==> config.mk <==
export PLATFORM = sky130hd
export DESIGN_NAME = drive_fault_supervisor
export DESIGN_NICKNAME = d
export VERILOG_FILES = /design/src/hw/fault_pkg.sv /design/src/hw/trip_timer.sv /design/src/hw/drive_fault_supervisor.sv
export VERILOG_INCLUDE_DIRS = /design/src /design/src/hw
export SDC_FILE = /design/constraint.sdc
export NUM_CORES = 1
export LEC_CHECK = 0
export BUFFER_PORTS_ARGS = -buffer_cell sky130_fd_sc_hd__buf_2
export CORE_AREA = 5 5 275 277
export DETAILED_ROUTE_END_ITERATION = 10
export DIE_AREA = 0 0 280 282
export GPL_TIMING_DRIVEN = 1
export PLACE_DENSITY = 0.46
export SETUP_SLACK_MARGIN = 0.05
export SLEW_MARGIN = 15
export SYNTH_ARGS = -nofsm -noshare
export SYNTH_HDL_FRONTEND = slang
export SYNTH_SLANG_ARGS = --single-unit
==> constraint.sdc <==
create_clock -name clock -period 18 [get_ports clock]
set_input_delay 4.5 -clock clock [delete_from_list [all_inputs] [get_ports clock]]
set_output_delay 4.5 -clock clock [all_outputs]
set_load 0.005 [all_outputs]
==> src/hw/fault_defs.svh <==
// offsets, field positions, reset values, limits and timing of the fault supervisor
`ifndef FAULT_DEFS_SVH
`define FAULT_DEFS_SVH

`define OFS_CONFIG 8'h00
`define OFS_CMD 8'h04
`define OFS_SER_TMO 8'h08
`define OFS_OPT_TMO 8'h0C
`define OFS_ILIM 8'h10
`define OFS_ILIM_DELAY 8'h14
`define OFS_RATED 8'h18
`define OFS_WARN 8'h1C
`define OFS_ALARM 8'h20
`define OFS_ADAPT 8'h24

`define CFG_CLASS_LSB 0
`define CFG_MOTOR_ALARM 2
`define CFG_SEALED 3
`define CFG_SERFN_LSB 4
`define CFG_OPTFN_LSB 7
`define CFG_AUTORST 10
`define CFG_RESET 11'h000
`define TMO_RESET 16'h03E8
`define ILIM_RESET 16'hFFFF
`define ILIM_DELAY_RESET 16'h03E8
`define RATED_RESET 32'h0000_0000

`define CMD_RESET 0
`define CMD_ADAPT 1

`define FN_OFF 3'h0
`define FN_STOP_TRIP 3'h5

// alarm bit positions
`define AL_OV 0
`define AL_UV 1
`define AL_INV 2
`define AL_MOTOR 3
`define AL_THERM 4
`define AL_ILIM 5
`define AL_OC 6
`define AL_EARTH 7
`define AL_SHORT 8
`define AL_SERIAL 9
`define AL_OPTION 10
`define AL_ADAPT 11
`define AL_HEAT 12
`define AL_PHASE_U 13
`define AL_PHASE_V 14
`define LOCKED_MASK 16'h01C0

// warning bit positions
`define WN_OV 0
`define WN_UV 1
`define WN_INV 2
`define WN_MOTOR 3
`define WN_THERM 4
`define WN_ILIM 5
`define WN_OC 6
`define WN_VHIGH 7
`define WN_VLOW 8
`define WN_SERIAL 9
`define WN_OPTION 10
`define WN_PNVM 11
`define WN_CNVM 12

// bus voltage limits in VDC: low, middle, high supply class
`define UV_LOW 12'h0D3
`define UV_MID 12'h192
`define UV_HIGH 12'h22D
`define WL_LOW 12'h0DE
`define WL_MID 12'h1A7
`define WL_HIGH 12'h249
`define WH_LOW 12'h180
`define WH_MID 12'h301
`define WH_HIGH 12'h3AF
`define OV_LOW 12'h1A9
`define OV_MID 12'h357
`define OV_HIGH 12'h3CF

// percent and degree figures
`define PCT_WARN 8'h62
`define PCT_FULL 8'h64
`define PCT_RELEASE 8'h5A
`define PCT_ADAPT_MIN 8'h23
`define TEMP_OPEN 8'h5A
`define TEMP_SEALED 8'h50
`define TEMP_RELEASE 8'h3C

// timing; trip delays are counted in millisecond ticks
`define CLK_PERIOD_NS 32'h0000_000A
`define TICK_PERIOD_NS 32'h000F_4240
`define OV_DELAY_MS 16'h000A
`define UV_DELAY_MS 16'h000A
`define OC_DELAY_MS 16'h05DC

`endif

==> src/hw/fault_pkg.sv <==
// types shared by the fault supervisor
package fault_pkg;
	typedef enum logic [1:0] {CLASS_LOW, CLASS_MID, CLASS_HIGH} supply_class_t;
	typedef enum logic [3:0] {CAUSE_PARAM, CAUSE_LOW_CURRENT, CAUSE_ASYMMETRY, CAUSE_TOO_BIG, CAUSE_TOO_SMALL,
		CAUSE_TIMEOUT, CAUSE_USER, CAUSE_INTERNAL, CAUSE_LIMIT, CAUSE_ROTATING} adapt_code_t;
	typedef enum logic [1:0] {BUS_IDLE, BUS_RAMP, BUS_TRIP} bus_state_t;
	typedef enum logic {ADAPT_IDLE, ADAPT_RUN} adapt_state_t;
	typedef enum logic [1:0] {LIM_UNDER, LIM_WARN_LOW, LIM_WARN_HIGH, LIM_OVER} volt_limit_t;
endpackage

==> src/hw/trip_timer.sv <==
// delay timer: flags expiry once its condition has held for limit ticks
`timescale 1ns/1ps
module trip_timer #(
	parameter int WIDTH = 16
)
(
	input wire logic clock,
	input wire logic rstnSync,
	input wire logic tick,
	input wire logic active,
	input wire logic [WIDTH-1:0] limit,
	output logic expired
);
	logic [WIDTH-1:0] count_reg;
	logic [WIDTH-1:0] count_next;
	logic reached;

	// a dropped condition restarts the delay from zero
	assign reached = (count_reg >= limit);
	assign count_next = !active ? '0 : (tick && !reached) ? count_reg + 1'b1 : count_reg;

	always_ff @(posedge clock or negedge rstnSync)
	begin
		if (!rstnSync)
		begin
			count_reg <= '0;
			expired <= 1'b0;
		end
		else
		begin
			count_reg <= count_next;
			expired <= active && reached;
		end
	end
endmodule

==> src/hw/drive_fault_supervisor.sv <==
// fault supervisor of the drive: warnings, latched alarms, trips and APB registers
`timescale 1ns/1ps
`include "fault_defs.svh"

// How it works
// - overvoltage warns, trips after fixed delay
// - undervoltage warns, trips after fixed delay
// - trip voltage limits chosen by supply class
// - warning voltage limits by class, no trip
// - inverter counter warns 98, trips 100
// - inverter trip reset blocked at 90 and above
// - motor thermal 100 gives warning or alarm
// - open thermistor: warning or alarm likewise
// - current limit warns, trips after delay
// - peak over 200% warns, trips later
// - earth fault alarms at once
// - output short alarms at once
// - serial timeout warns when function not off
// - stop-and-trip: alarm, ramp down, trip
// - option bus timeout supervised the same way
// - power memory fault only warns
// - control memory fault only warns
// - adaptation alarm carries cause 0 to 9
// - adaptation refused while any alarm
// - adaptation needs motor current above 35%
// - heat sink trips at 90 or 80
// - heat sink reset blocked at 60 and above
// - separate alarms for missing U and V
// - key, input, command or auto reset
module drive_fault_supervisor #(
	parameter int TICK_CYCLES = `TICK_PERIOD_NS / `CLK_PERIOD_NS,
	parameter logic [15:0] OV_DELAY = `OV_DELAY_MS,
	parameter logic [15:0] UV_DELAY = `UV_DELAY_MS,
	parameter logic [15:0] OC_DELAY = `OC_DELAY_MS
)
(
	input wire logic clock,
	input wire logic rstn,
	input wire logic [7:0] paddr,
	input wire logic psel,
	input wire logic penable,
	input wire logic pwrite,
	input wire logic [31:0] pwdata,
	output logic [31:0] prdata,
	output logic pready,
	output logic pslverr,
	input wire logic [11:0] busVoltage,
	input wire logic [15:0] outputCurrent,
	input wire logic [15:0] peakCurrent,
	input wire logic [7:0] invThermal,
	input wire logic [7:0] motorThermal,
	input wire logic [7:0] heatsinkTemp,
	input wire logic thermistorOpen,
	input wire logic earthFault,
	input wire logic outputShort,
	input wire logic phaseUMissing,
	input wire logic phaseVMissing,
	input wire logic powerNvmFault,
	input wire logic controlNvmFault,
	input wire logic serialActivity,
	input wire logic optionActivity,
	input wire logic resetKey,
	input wire logic resetInput,
	input wire logic rampDone,
	input wire logic adaptDone,
	input wire logic adaptFail,
	input wire fault_pkg::adapt_code_t adaptResult,
	output logic driveEnable,
	output logic rampDown,
	output logic adaptRun,
	output fault_pkg::adapt_code_t adaptCause,
	output logic [15:0] warnings,
	output logic [15:0] alarms
);
	import fault_pkg::*;

	localparam int TICK_W = $clog2(TICK_CYCLES + 1);
	localparam int PIN_W = 86;

	function automatic logic [11:0] voltLimit(supply_class_t cls, volt_limit_t kind);
		logic [11:0] lim;
		lim = 12'h000;
		case (kind)
			LIM_UNDER: lim = (cls == CLASS_HIGH) ? `UV_HIGH : (cls == CLASS_MID) ? `UV_MID : `UV_LOW;
			LIM_WARN_LOW: lim = (cls == CLASS_HIGH) ? `WL_HIGH : (cls == CLASS_MID) ? `WL_MID : `WL_LOW;
			LIM_WARN_HIGH: lim = (cls == CLASS_HIGH) ? `WH_HIGH : (cls == CLASS_MID) ? `WH_MID : `WH_LOW;
			LIM_OVER: lim = (cls == CLASS_HIGH) ? `OV_HIGH : (cls == CLASS_MID) ? `OV_MID : `OV_LOW;
			default: lim = 12'h000;
		endcase
		return lim;
	endfunction

	function automatic bus_state_t busStep(bus_state_t s, logic go, logic done, logic latched);
		bus_state_t n;
		n = s;
		case (s)
			BUS_IDLE: n = go ? BUS_RAMP : BUS_IDLE;
			BUS_RAMP: n = done ? BUS_TRIP : BUS_RAMP;
			BUS_TRIP: n = latched ? BUS_TRIP : BUS_IDLE;
			default: n = BUS_IDLE;
		endcase
		return n;
	endfunction

	// reset release and pin synchronisers
	logic rstA_reg;
	logic rstnSync;
	logic [PIN_W-1:0] pinA_reg;
	logic [PIN_W-1:0] pinB_reg;
	logic [PIN_W-1:0] pinRaw;

	always_ff @(posedge clock or negedge rstn)
	begin
		if (!rstn)
		begin
			rstA_reg <= 1'b0;
			rstnSync <= 1'b0;
		end
		else
		begin
			rstA_reg <= 1'b1;
			rstnSync <= rstA_reg;
		end
	end

	// multi-bit readings are sampled words; a torn sample lasts one cycle, absorbed only where a trip delay follows
	assign pinRaw = {busVoltage, outputCurrent, peakCurrent, invThermal, motorThermal, heatsinkTemp,
		thermistorOpen, earthFault, outputShort, phaseUMissing, phaseVMissing, powerNvmFault, controlNvmFault,
		serialActivity, optionActivity, resetKey, resetInput, rampDone, adaptDone, adaptFail, adaptResult};

	always_ff @(posedge clock or negedge rstnSync)
	begin
		if (!rstnSync)
		begin
			pinA_reg <= '0;
			pinB_reg <= '0;
		end
		else
		begin
			pinA_reg <= pinRaw;
			pinB_reg <= pinA_reg;
		end
	end

	logic [11:0] volt;
	logic [15:0] curr;
	logic [15:0] peak;
	logic [7:0] invPct;
	logic [7:0] motPct;
	logic [7:0] heat;
	logic thermOpen, earth, short, phU, phV, pNvm, cNvm, serAct, optAct, keyLvl, inLvl, rampOk, doneLvl, failLvl;
	adapt_code_t resultCode;

	assign {volt, curr, peak, invPct, motPct, heat, thermOpen, earth, short, phU, phV, pNvm, cNvm,
		serAct, optAct, keyLvl, inLvl, rampOk, doneLvl, failLvl} = pinB_reg[PIN_W-1:4];
	assign resultCode = adapt_code_t'(pinB_reg[3:0]);

	// software registers
	logic [10:0] cfg_reg;
	logic [15:0] serTmo_reg;
	logic [15:0] optTmo_reg;
	logic [15:0] ilim_reg;
	logic [15:0] ilimDelay_reg;
	logic [31:0] rated_reg;
	logic [15:0] alarm_reg, alarm_next;
	logic [15:0] warn_reg, warn_next;
	logic [TICK_W-1:0] tick_reg;
	logic [2:0] edge_reg;
	bus_state_t ser_reg, opt_reg;
	adapt_state_t adapt_reg, adapt_next;
	adapt_code_t cause_reg, cause_next;
	logic refused_reg, refused_next;

	supply_class_t cls;
	logic motorAsAlarm, sealed, autoRst;
	logic [2:0] serFn, optFn;
	assign cls = supply_class_t'(cfg_reg[`CFG_CLASS_LSB+:2]);
	assign motorAsAlarm = cfg_reg[`CFG_MOTOR_ALARM];
	assign sealed = cfg_reg[`CFG_SEALED];
	assign serFn = cfg_reg[`CFG_SERFN_LSB+:3];
	assign optFn = cfg_reg[`CFG_OPTFN_LSB+:3];
	assign autoRst = cfg_reg[`CFG_AUTORST];

	// APB decode; the slave never waits
	logic setup, wrEn, hitCfg, hitCmd, hitSer, hitOpt, hitIlim, hitDly, hitRated, hitWarn, hitAlarm, hitAdapt, mapped;
	assign setup = psel && !penable;
	assign wrEn = psel && penable && pwrite;
	assign hitCfg = (paddr == `OFS_CONFIG);
	assign hitCmd = (paddr == `OFS_CMD);
	assign hitSer = (paddr == `OFS_SER_TMO);
	assign hitOpt = (paddr == `OFS_OPT_TMO);
	assign hitIlim = (paddr == `OFS_ILIM);
	assign hitDly = (paddr == `OFS_ILIM_DELAY);
	assign hitRated = (paddr == `OFS_RATED);
	assign hitWarn = (paddr == `OFS_WARN);
	assign hitAlarm = (paddr == `OFS_ALARM);
	assign hitAdapt = (paddr == `OFS_ADAPT);
	assign mapped = hitCfg | hitCmd | hitSer | hitOpt | hitIlim | hitDly | hitRated | hitWarn | hitAlarm | hitAdapt;
	assign pready = 1'b1;

	logic [31:0] readMux;
	assign readMux = hitCfg ? {21'h00_0000, cfg_reg} :
		hitSer ? {16'h0000, serTmo_reg} :
		hitOpt ? {16'h0000, optTmo_reg} :
		hitIlim ? {16'h0000, ilim_reg} :
		hitDly ? {16'h0000, ilimDelay_reg} :
		hitRated ? rated_reg :
		hitWarn ? {16'h0000, warn_reg} :
		hitAlarm ? {16'h0000, alarm_reg} :
		hitAdapt ? {26'h000_0000, adapt_reg == ADAPT_RUN, refused_reg, cause_reg} : 32'h0000_0000;

	always_ff @(posedge clock or negedge rstnSync)
	begin
		if (!rstnSync)
		begin
			prdata <= 32'h0000_0000;
			pslverr <= 1'b0;
		end
		else if (setup)
		begin
			prdata <= pwrite ? 32'h0000_0000 : readMux;
			pslverr <= !mapped;
		end
	end

	always_ff @(posedge clock or negedge rstnSync)
	begin
		if (!rstnSync)
		begin
			cfg_reg <= `CFG_RESET;
			serTmo_reg <= `TMO_RESET;
			optTmo_reg <= `TMO_RESET;
			ilim_reg <= `ILIM_RESET;
			ilimDelay_reg <= `ILIM_DELAY_RESET;
			rated_reg <= `RATED_RESET;
		end
		else if (wrEn)
		begin
			if (hitCfg) cfg_reg <= pwdata[10:0];
			if (hitSer) serTmo_reg <= pwdata[15:0];
			if (hitOpt) optTmo_reg <= pwdata[15:0];
			if (hitIlim) ilim_reg <= pwdata[15:0];
			if (hitDly) ilimDelay_reg <= pwdata[15:0];
			if (hitRated) rated_reg <= pwdata;
		end
	end

	logic cmdReset, cmdAdapt;
	assign cmdReset = wrEn && hitCmd && pwdata[`CMD_RESET];
	assign cmdAdapt = wrEn && hitCmd && pwdata[`CMD_ADAPT];

	// millisecond tick for all trip delays
	logic tick;
	assign tick = (tick_reg == TICK_W'(TICK_CYCLES - 1));

	// measurement comparisons
	logic overV, underV, highV, lowV, overI, overPeak, serTmo, optTmo, serOn, optOn;
	logic [16:0] peakLimit;
	assign overV = volt > voltLimit(cls, LIM_OVER);
	assign underV = volt < voltLimit(cls, LIM_UNDER);
	assign highV = volt > voltLimit(cls, LIM_WARN_HIGH);
	assign lowV = volt < voltLimit(cls, LIM_WARN_LOW);
	assign overI = curr > ilim_reg;
	assign peakLimit = {rated_reg[31:16], 1'b0};
	assign overPeak = {1'b0, peak} > peakLimit;
	assign serOn = (serFn != `FN_OFF);
	assign optOn = (optFn != `FN_OFF);

	logic ovTrip, uvTrip, ilimTrip, ocTrip;
	trip_timer #(.WIDTH(16)) ovTimer (.clock(clock), .rstnSync(rstnSync), .tick(tick), .active(overV),
		.limit(OV_DELAY), .expired(ovTrip));
	trip_timer #(.WIDTH(16)) uvTimer (.clock(clock), .rstnSync(rstnSync), .tick(tick), .active(underV),
		.limit(UV_DELAY), .expired(uvTrip));
	trip_timer #(.WIDTH(16)) ilimTimer (.clock(clock), .rstnSync(rstnSync), .tick(tick), .active(overI),
		.limit(ilimDelay_reg), .expired(ilimTrip));
	trip_timer #(.WIDTH(16)) ocTimer (.clock(clock), .rstnSync(rstnSync), .tick(tick), .active(overPeak),
		.limit(OC_DELAY), .expired(ocTrip));
	trip_timer #(.WIDTH(16)) serTimer (.clock(clock), .rstnSync(rstnSync), .tick(tick),
		.active(serOn && !serAct), .limit(serTmo_reg), .expired(serTmo));
	trip_timer #(.WIDTH(16)) optTimer (.clock(clock), .rstnSync(rstnSync), .tick(tick),
		.active(optOn && !optAct), .limit(optTmo_reg), .expired(optTmo));

	// stop-and-trip: alarm raised in the same cycle the ramp starts, output kept alive for the ramp, trip once ramp is done
	logic serGo, optGo;
	bus_state_t serNext, optNext;
	assign serGo = serTmo && (serFn == `FN_STOP_TRIP);
	assign optGo = optTmo && (optFn == `FN_STOP_TRIP);
	assign serNext = busStep(ser_reg, serGo, rampOk, alarm_reg[`AL_SERIAL]);
	assign optNext = busStep(opt_reg, optGo, rampOk, alarm_reg[`AL_OPTION]);
	assign rampDown = (ser_reg == BUS_RAMP) || (opt_reg == BUS_RAMP);

	// adaptation start, refusal and result
	logic anyAlarm, ratioOk, startOk, ratioFail, doneRise, failRise, adaptAlarm;
	logic [23:0] motScaled, convScaled;
	assign anyAlarm = |alarm_reg;
	assign motScaled = 24'(rated_reg[15:0]) * 24'(`PCT_FULL);
	assign convScaled = 24'(rated_reg[31:16]) * 24'(`PCT_ADAPT_MIN);
	assign ratioOk = motScaled > convScaled;
	assign startOk = cmdAdapt && (adapt_reg == ADAPT_IDLE) && !anyAlarm;
	assign ratioFail = startOk && !ratioOk;
	assign doneRise = doneLvl && !edge_reg[0];
	assign failRise = failLvl && !edge_reg[1];
	assign adaptAlarm = ratioFail || ((adapt_reg == ADAPT_RUN) && failRise);
	assign adaptRun = (adapt_reg == ADAPT_RUN);

	always_comb
	begin
		adapt_next = adapt_reg;
		cause_next = cause_reg;
		refused_next = refused_reg;
		case (adapt_reg)
			ADAPT_IDLE:
			begin
				if (cmdAdapt && anyAlarm)
					refused_next = 1'b1;
				else if (ratioFail)
				begin
					refused_next = 1'b0;
					cause_next = CAUSE_LOW_CURRENT;
				end
				else if (startOk)
				begin
					refused_next = 1'b0;
					adapt_next = ADAPT_RUN;
				end
			end
			ADAPT_RUN:
			begin
				if (failRise)
				begin
					cause_next = resultCode;
					adapt_next = ADAPT_IDLE;
				end
				else if (doneRise)
					adapt_next = ADAPT_IDLE;
			end
			default: adapt_next = ADAPT_IDLE;
		endcase
	end

	// alarm sources
	logic [15:0] alarmSet;
	logic [7:0] heatLimit;
	assign heatLimit = sealed ? `TEMP_SEALED : `TEMP_OPEN;
	always_comb
	begin
		alarmSet = 16'h0000;
		alarmSet[`AL_OV] = ovTrip;
		alarmSet[`AL_UV] = uvTrip;
		alarmSet[`AL_INV] = invPct >= `PCT_FULL;
		alarmSet[`AL_MOTOR] = motorAsAlarm && (motPct >= `PCT_FULL);
		alarmSet[`AL_THERM] = motorAsAlarm && thermOpen;
		alarmSet[`AL_ILIM] = ilimTrip;
		alarmSet[`AL_OC] = ocTrip;
		alarmSet[`AL_EARTH] = earth;
		alarmSet[`AL_SHORT] = short;
		alarmSet[`AL_SERIAL] = serGo && (ser_reg == BUS_IDLE);
		alarmSet[`AL_OPTION] = optGo && (opt_reg == BUS_IDLE);
		alarmSet[`AL_ADAPT] = adaptAlarm;
		alarmSet[`AL_HEAT] = heat >= heatLimit;
		alarmSet[`AL_PHASE_U] = phU;
		alarmSet[`AL_PHASE_V] = phV;
	end

	// reset sources and per-alarm release conditions; locked alarms need a power cycle
	logic resetReq;
	logic [15:0] clearMask;
	assign resetReq = (keyLvl && !edge_reg[2]) || (inLvl && !edge_reg[2]) || cmdReset || (autoRst && tick);
	always_comb
	begin
		clearMask = ~`LOCKED_MASK;
		if (invPct >= `PCT_RELEASE)
			clearMask[`AL_INV] = 1'b0;
		if (heat >= `TEMP_RELEASE)
			clearMask[`AL_HEAT] = 1'b0;
	end

	// a new fault in the reset cycle stays latched
	assign alarm_next = (alarm_reg & ~(resetReq ? clearMask : 16'h0000)) | alarmSet;

	always_comb
	begin
		warn_next = 16'h0000;
		warn_next[`WN_OV] = overV;
		warn_next[`WN_UV] = underV;
		warn_next[`WN_INV] = invPct >= `PCT_WARN;
		warn_next[`WN_MOTOR] = !motorAsAlarm && (motPct >= `PCT_FULL);
		warn_next[`WN_THERM] = !motorAsAlarm && thermOpen;
		warn_next[`WN_ILIM] = overI;
		warn_next[`WN_OC] = overPeak;
		warn_next[`WN_VHIGH] = highV;
		warn_next[`WN_VLOW] = lowV;
		warn_next[`WN_SERIAL] = serOn && serTmo;
		warn_next[`WN_OPTION] = optOn && optTmo;
		warn_next[`WN_PNVM] = pNvm;
		warn_next[`WN_CNVM] = cNvm;
	end

	// a bus alarm in its ramp phase does not yet cut the output stage
	logic [15:0] rampMask;
	assign rampMask = {5'h00, opt_reg == BUS_RAMP, ser_reg == BUS_RAMP, 9'h000};
	assign driveEnable = !(|(alarm_reg & ~rampMask));
	assign alarms = alarm_reg;
	assign warnings = warn_reg;
	assign adaptCause = cause_reg;

	always_ff @(posedge clock or negedge rstnSync)
	begin
		if (!rstnSync)
		begin
			alarm_reg <= 16'h0000;
			warn_reg <= 16'h0000;
			tick_reg <= '0;
			edge_reg <= 3'h0;
			ser_reg <= BUS_IDLE;
			opt_reg <= BUS_IDLE;
			adapt_reg <= ADAPT_IDLE;
			cause_reg <= CAUSE_PARAM;
			refused_reg <= 1'b0;
		end
		else
		begin
			alarm_reg <= alarm_next;
			warn_reg <= warn_next;
			tick_reg <= tick ? '0 : tick_reg + 1'b1;
			edge_reg <= {keyLvl || inLvl, failLvl, doneLvl};
			ser_reg <= serNext;
			opt_reg <= optNext;
			adapt_reg <= adapt_next;
			cause_reg <= cause_next;
			refused_reg <= refused_next;
		end
	end
endmodule

==> key figures <==
Run status
  – Outcome: completed

STA
  – Post-route minimum period: 7.07 ns
  – Final setup vio count: 0
  – Fin. Hold Viols: 0
  – Final Worst Setup Slack: 10.93 ns
  – Worst Max-Slew Pin Slew: 1.05 ns
  – Clk_skew: 0.0498 ns
  – F_max: 142 MHz
  – Final worst-path cycle share: 0.393
  – Slew headroom: 0.296
  – Final Max Slew Viols: 0
  – Sum Neg Setup Slack: 0 ns
  – WHS: 0.326 ns
  – RSZ-0062 raised after global routing: false

Synth
  – Synth cell types: 81
  – FF+latch count, synth: 469
  – Top-area cell type share of the netlist area: 0.457
  – Register area share after synthesis: 0.495
  – Cell count after synthesis: 2,202
  – Top FF cell, synth: dfrtp_1
  – Async S/R FF share, synth: 1.00
  – EDFF count, synth: 0
  – Synth Area per Inst: 10.8 um^2
  – Post-synth top area cell: dfrtp_1
  – Synth warn: 0
  – Netlist Area Pre-Place: 23,800 um^2
  – Synth top area cells: dfrtp_1, ha_1, dfstp_2

Critical path
  – Kind of critical path: in -> reg
  – Worst EP arrival: 7.53 ns
  – Worst R2R Setup Slack: 11.56 ns
  – CP max stage cell: nor4_2
  – Buf/Inv on CP: 2
  – CP max FO: 24
  – Req. time, crit path: 18.46 ns
  – Family with the most delay on the worst path: simple AND/OR/NAND/NOR gates
  – CP max stage delay: 0.68 ns
  – Critical path cell sequence: buf_2, nor4_2, nand3_1, nor2_1, nand2_1, buf_4, mux2_2
  – Setup crit end kind: flop
  – Crit start category: input port

Cells and area
  – Fillers: 7,226
  – Core Util, Final: 0.384
  – Final non-filler cell area: 27,900 um^2
  – Antenna cells: 0
  – Final nets: 2,799
  – Non-filler instance count after layout: 3,413
  – Area delta synth->final: 17.0%
  – Share of cells above drive strength 1: 0.181

Pwr
  – Max IR drop VDD: 0.0749 mV
  – Overall power: 2.44 mW
  – Pleak: 13.6 nW
  – PD cells: 87.4 nW/um^2

Clock network
  – Worst-path clk slew: 0.06 ns
  – CTS resizes: 0
  – CTS Buf Count: 54
  – Clock Tree Buf Depth: 3
  – Clock Latency Late Sink: 0.64 ns
  – Clk sinks: 469
  – Post-CTS setup buffer count: 0
  – Root Buffer: clkbuf_16
  – Hold_buf cts: 0
  – TritonCTS clock tree: yes
  – H-tree depth: 2

Detailed routing
  – Starting DRT DRC Count: 937
  – Via count: 16,900
  – DR WL/cell: 18.8 um
  – Antenna-violating nets left: 0
  – Vias per cell: 4.95
  – DRC: 0
  – Routed wire length: 64,300 um
  – First-pass DRT Iterations: 5

Flow run
  – Max-Cap Viols: 0

Die
  – Core ar.: 72,600 um^2
  – Die ar.: 79,000 um^2
  – Die Wd: 280 um
  – Starting Density: 0.328
  – Die Ht: 282 um
  – IO Count: 204
  – FP Rows: 99

Global routing
  – Vias in the first global route: 17,700
  – GRT Resource Usage Total: 0.162
  – Total grt overflow: 0
  – Initial antenna violation count: 3
  – Global-route wire length before repair: 101,000 um
  – Largest net degree at the start of global routing: 173

Place
  – Placer Congestion: 0.854
  – Dpl cells: 3,311
  – Placement Cell Area: 25,900 um^2
  – Place WS: 10.42 ns
  – HPWL Detailed: 48,500 um
  – PortBufs: 196

Hold path
  – Min-Delay Path Class: reg -> reg
-- cells in the mapped netlist (16+ instances only) --
library cell    n
fa_1           23
a211oi_1       16
nand3_1        54
and3_1         21
nor2_1        125
or3_1          25
a21oi_1       128
a22o_1         17
inv_1         215
nor2b_1        18
nand4_1        35
a21o_1         30
dfrtp_1       435
mux2_2         54
nor3_1         29
and2_1         40
xnor2_1        44
o21ai_0       118
xor2_1         30
dfstp_2        34
ha_1          237
nand2_1       170
clkbuf_1       41
-- report_power, final --
part	switching [mW]	internal (mW)	leakage (nW)
logic	0.0881	0.0472	6.76
registers	0.0178	1.08	5.88
clock network	0.465	0.734	0.951
total	0.571	1.86	13.6
-- worst reg2reg max path, stage by stage, from the launching register on --
cell       delay, ns
dfrtp_1         0.53
ha_1            0.30
ha_1            0.28
inv_1           0.05
fa_1            0.50
inv_1           0.04
ha_1            0.32
o21ai_0         0.29
a31oi_1         0.11
o41ai_1         0.63
o2111ai_1       0.27
a21oi_1         0.26
o21ai_0         0.15
xor2_1          0.17
ha_1            0.31
nand3_1         0.14
or4_1           0.64
o41a_1          0.58
a211oi_1        0.62
a211o_1         0.18
-- area by class of cell --
class,count,area [um^2],share of cell area
Sequential cell,469,11800,0.423
Multi-Input combinational cell,1461,11000,0.395
Clock buffer,70,1490,0.0535
Tap cell,959,1200,0.0431
Timing Repair Buffer,207,1090,0.0391
Inverter,215,807,0.0290
Clock inverter,32,493,0.0177
-- cells in the final DEF, fill, tap and decap left out, types with 9 or more instances in the layout --
cell type / instances
a21o_1: 30
and2_1: 40
nand4_1: 35
a22o_1: 17
and3_1: 21
o211ai_1: 15
mux2_4: 10
buf_4: 9
o21a_1: 13
or3_1: 25
nand2b_1: 11
a21oi_1: 127
nor2_1: 125
nor2b_1: 18
o21ai_0: 118
mux2_2: 54
ha_1: 237
xor2_1: 30
clkinv_2: 9
fa_1: 23
nand3_1: 54
inv_1: 215
dfstp_2: 34
nand2_1: 170
a211oi_1: 16
mux2i_1: 15
bufinv_16: 10
dfrtp_1: 434
nor3_1: 27
mux2_1: 10
xnor2_1: 44
o2111ai_1: 9
clkbuf_16: 54
buf_2: 196
nor4_1: 15
-- final timing paths --
path                               from            end  depth (start not counted)
setup / recovery               paddr[1]  rated_reg[29]                          7
hold / removal             pinA_reg[70]   pinB_reg[70]                          0
setup reg to reg           rated_reg[4]  adaptCause[0]                         19
hold reg to reg            pinA_reg[70]   pinB_reg[70]                          0
max in group asynchronous          rstn       rstnSync                          1
min in group asynchronous      rstnSync  rated_reg[16]                          0
-- layer usage --
layer	GRT usage	wire (um)
met5	0	39
met4	0.0371	1290
met3	0.0403	4120
met2	0.265	29400
met1	0.219	29400
-- cells by family after synthesis --
family	Yosys count	share of synthesized area
AO/OA/AOI/OAI	432	0.116
XOR/XNOR	74	0.0272
adder cells (fa/ha/maj)	260	0.144
buffers and inverters	275	0.0451
flip-flops	469	0.495
multiplexers	89	0.0429
other	2	0.000315
AND/OR/NAND/NOR	601	0.131
Note: power is estimated with default switching activity, not from simulation.
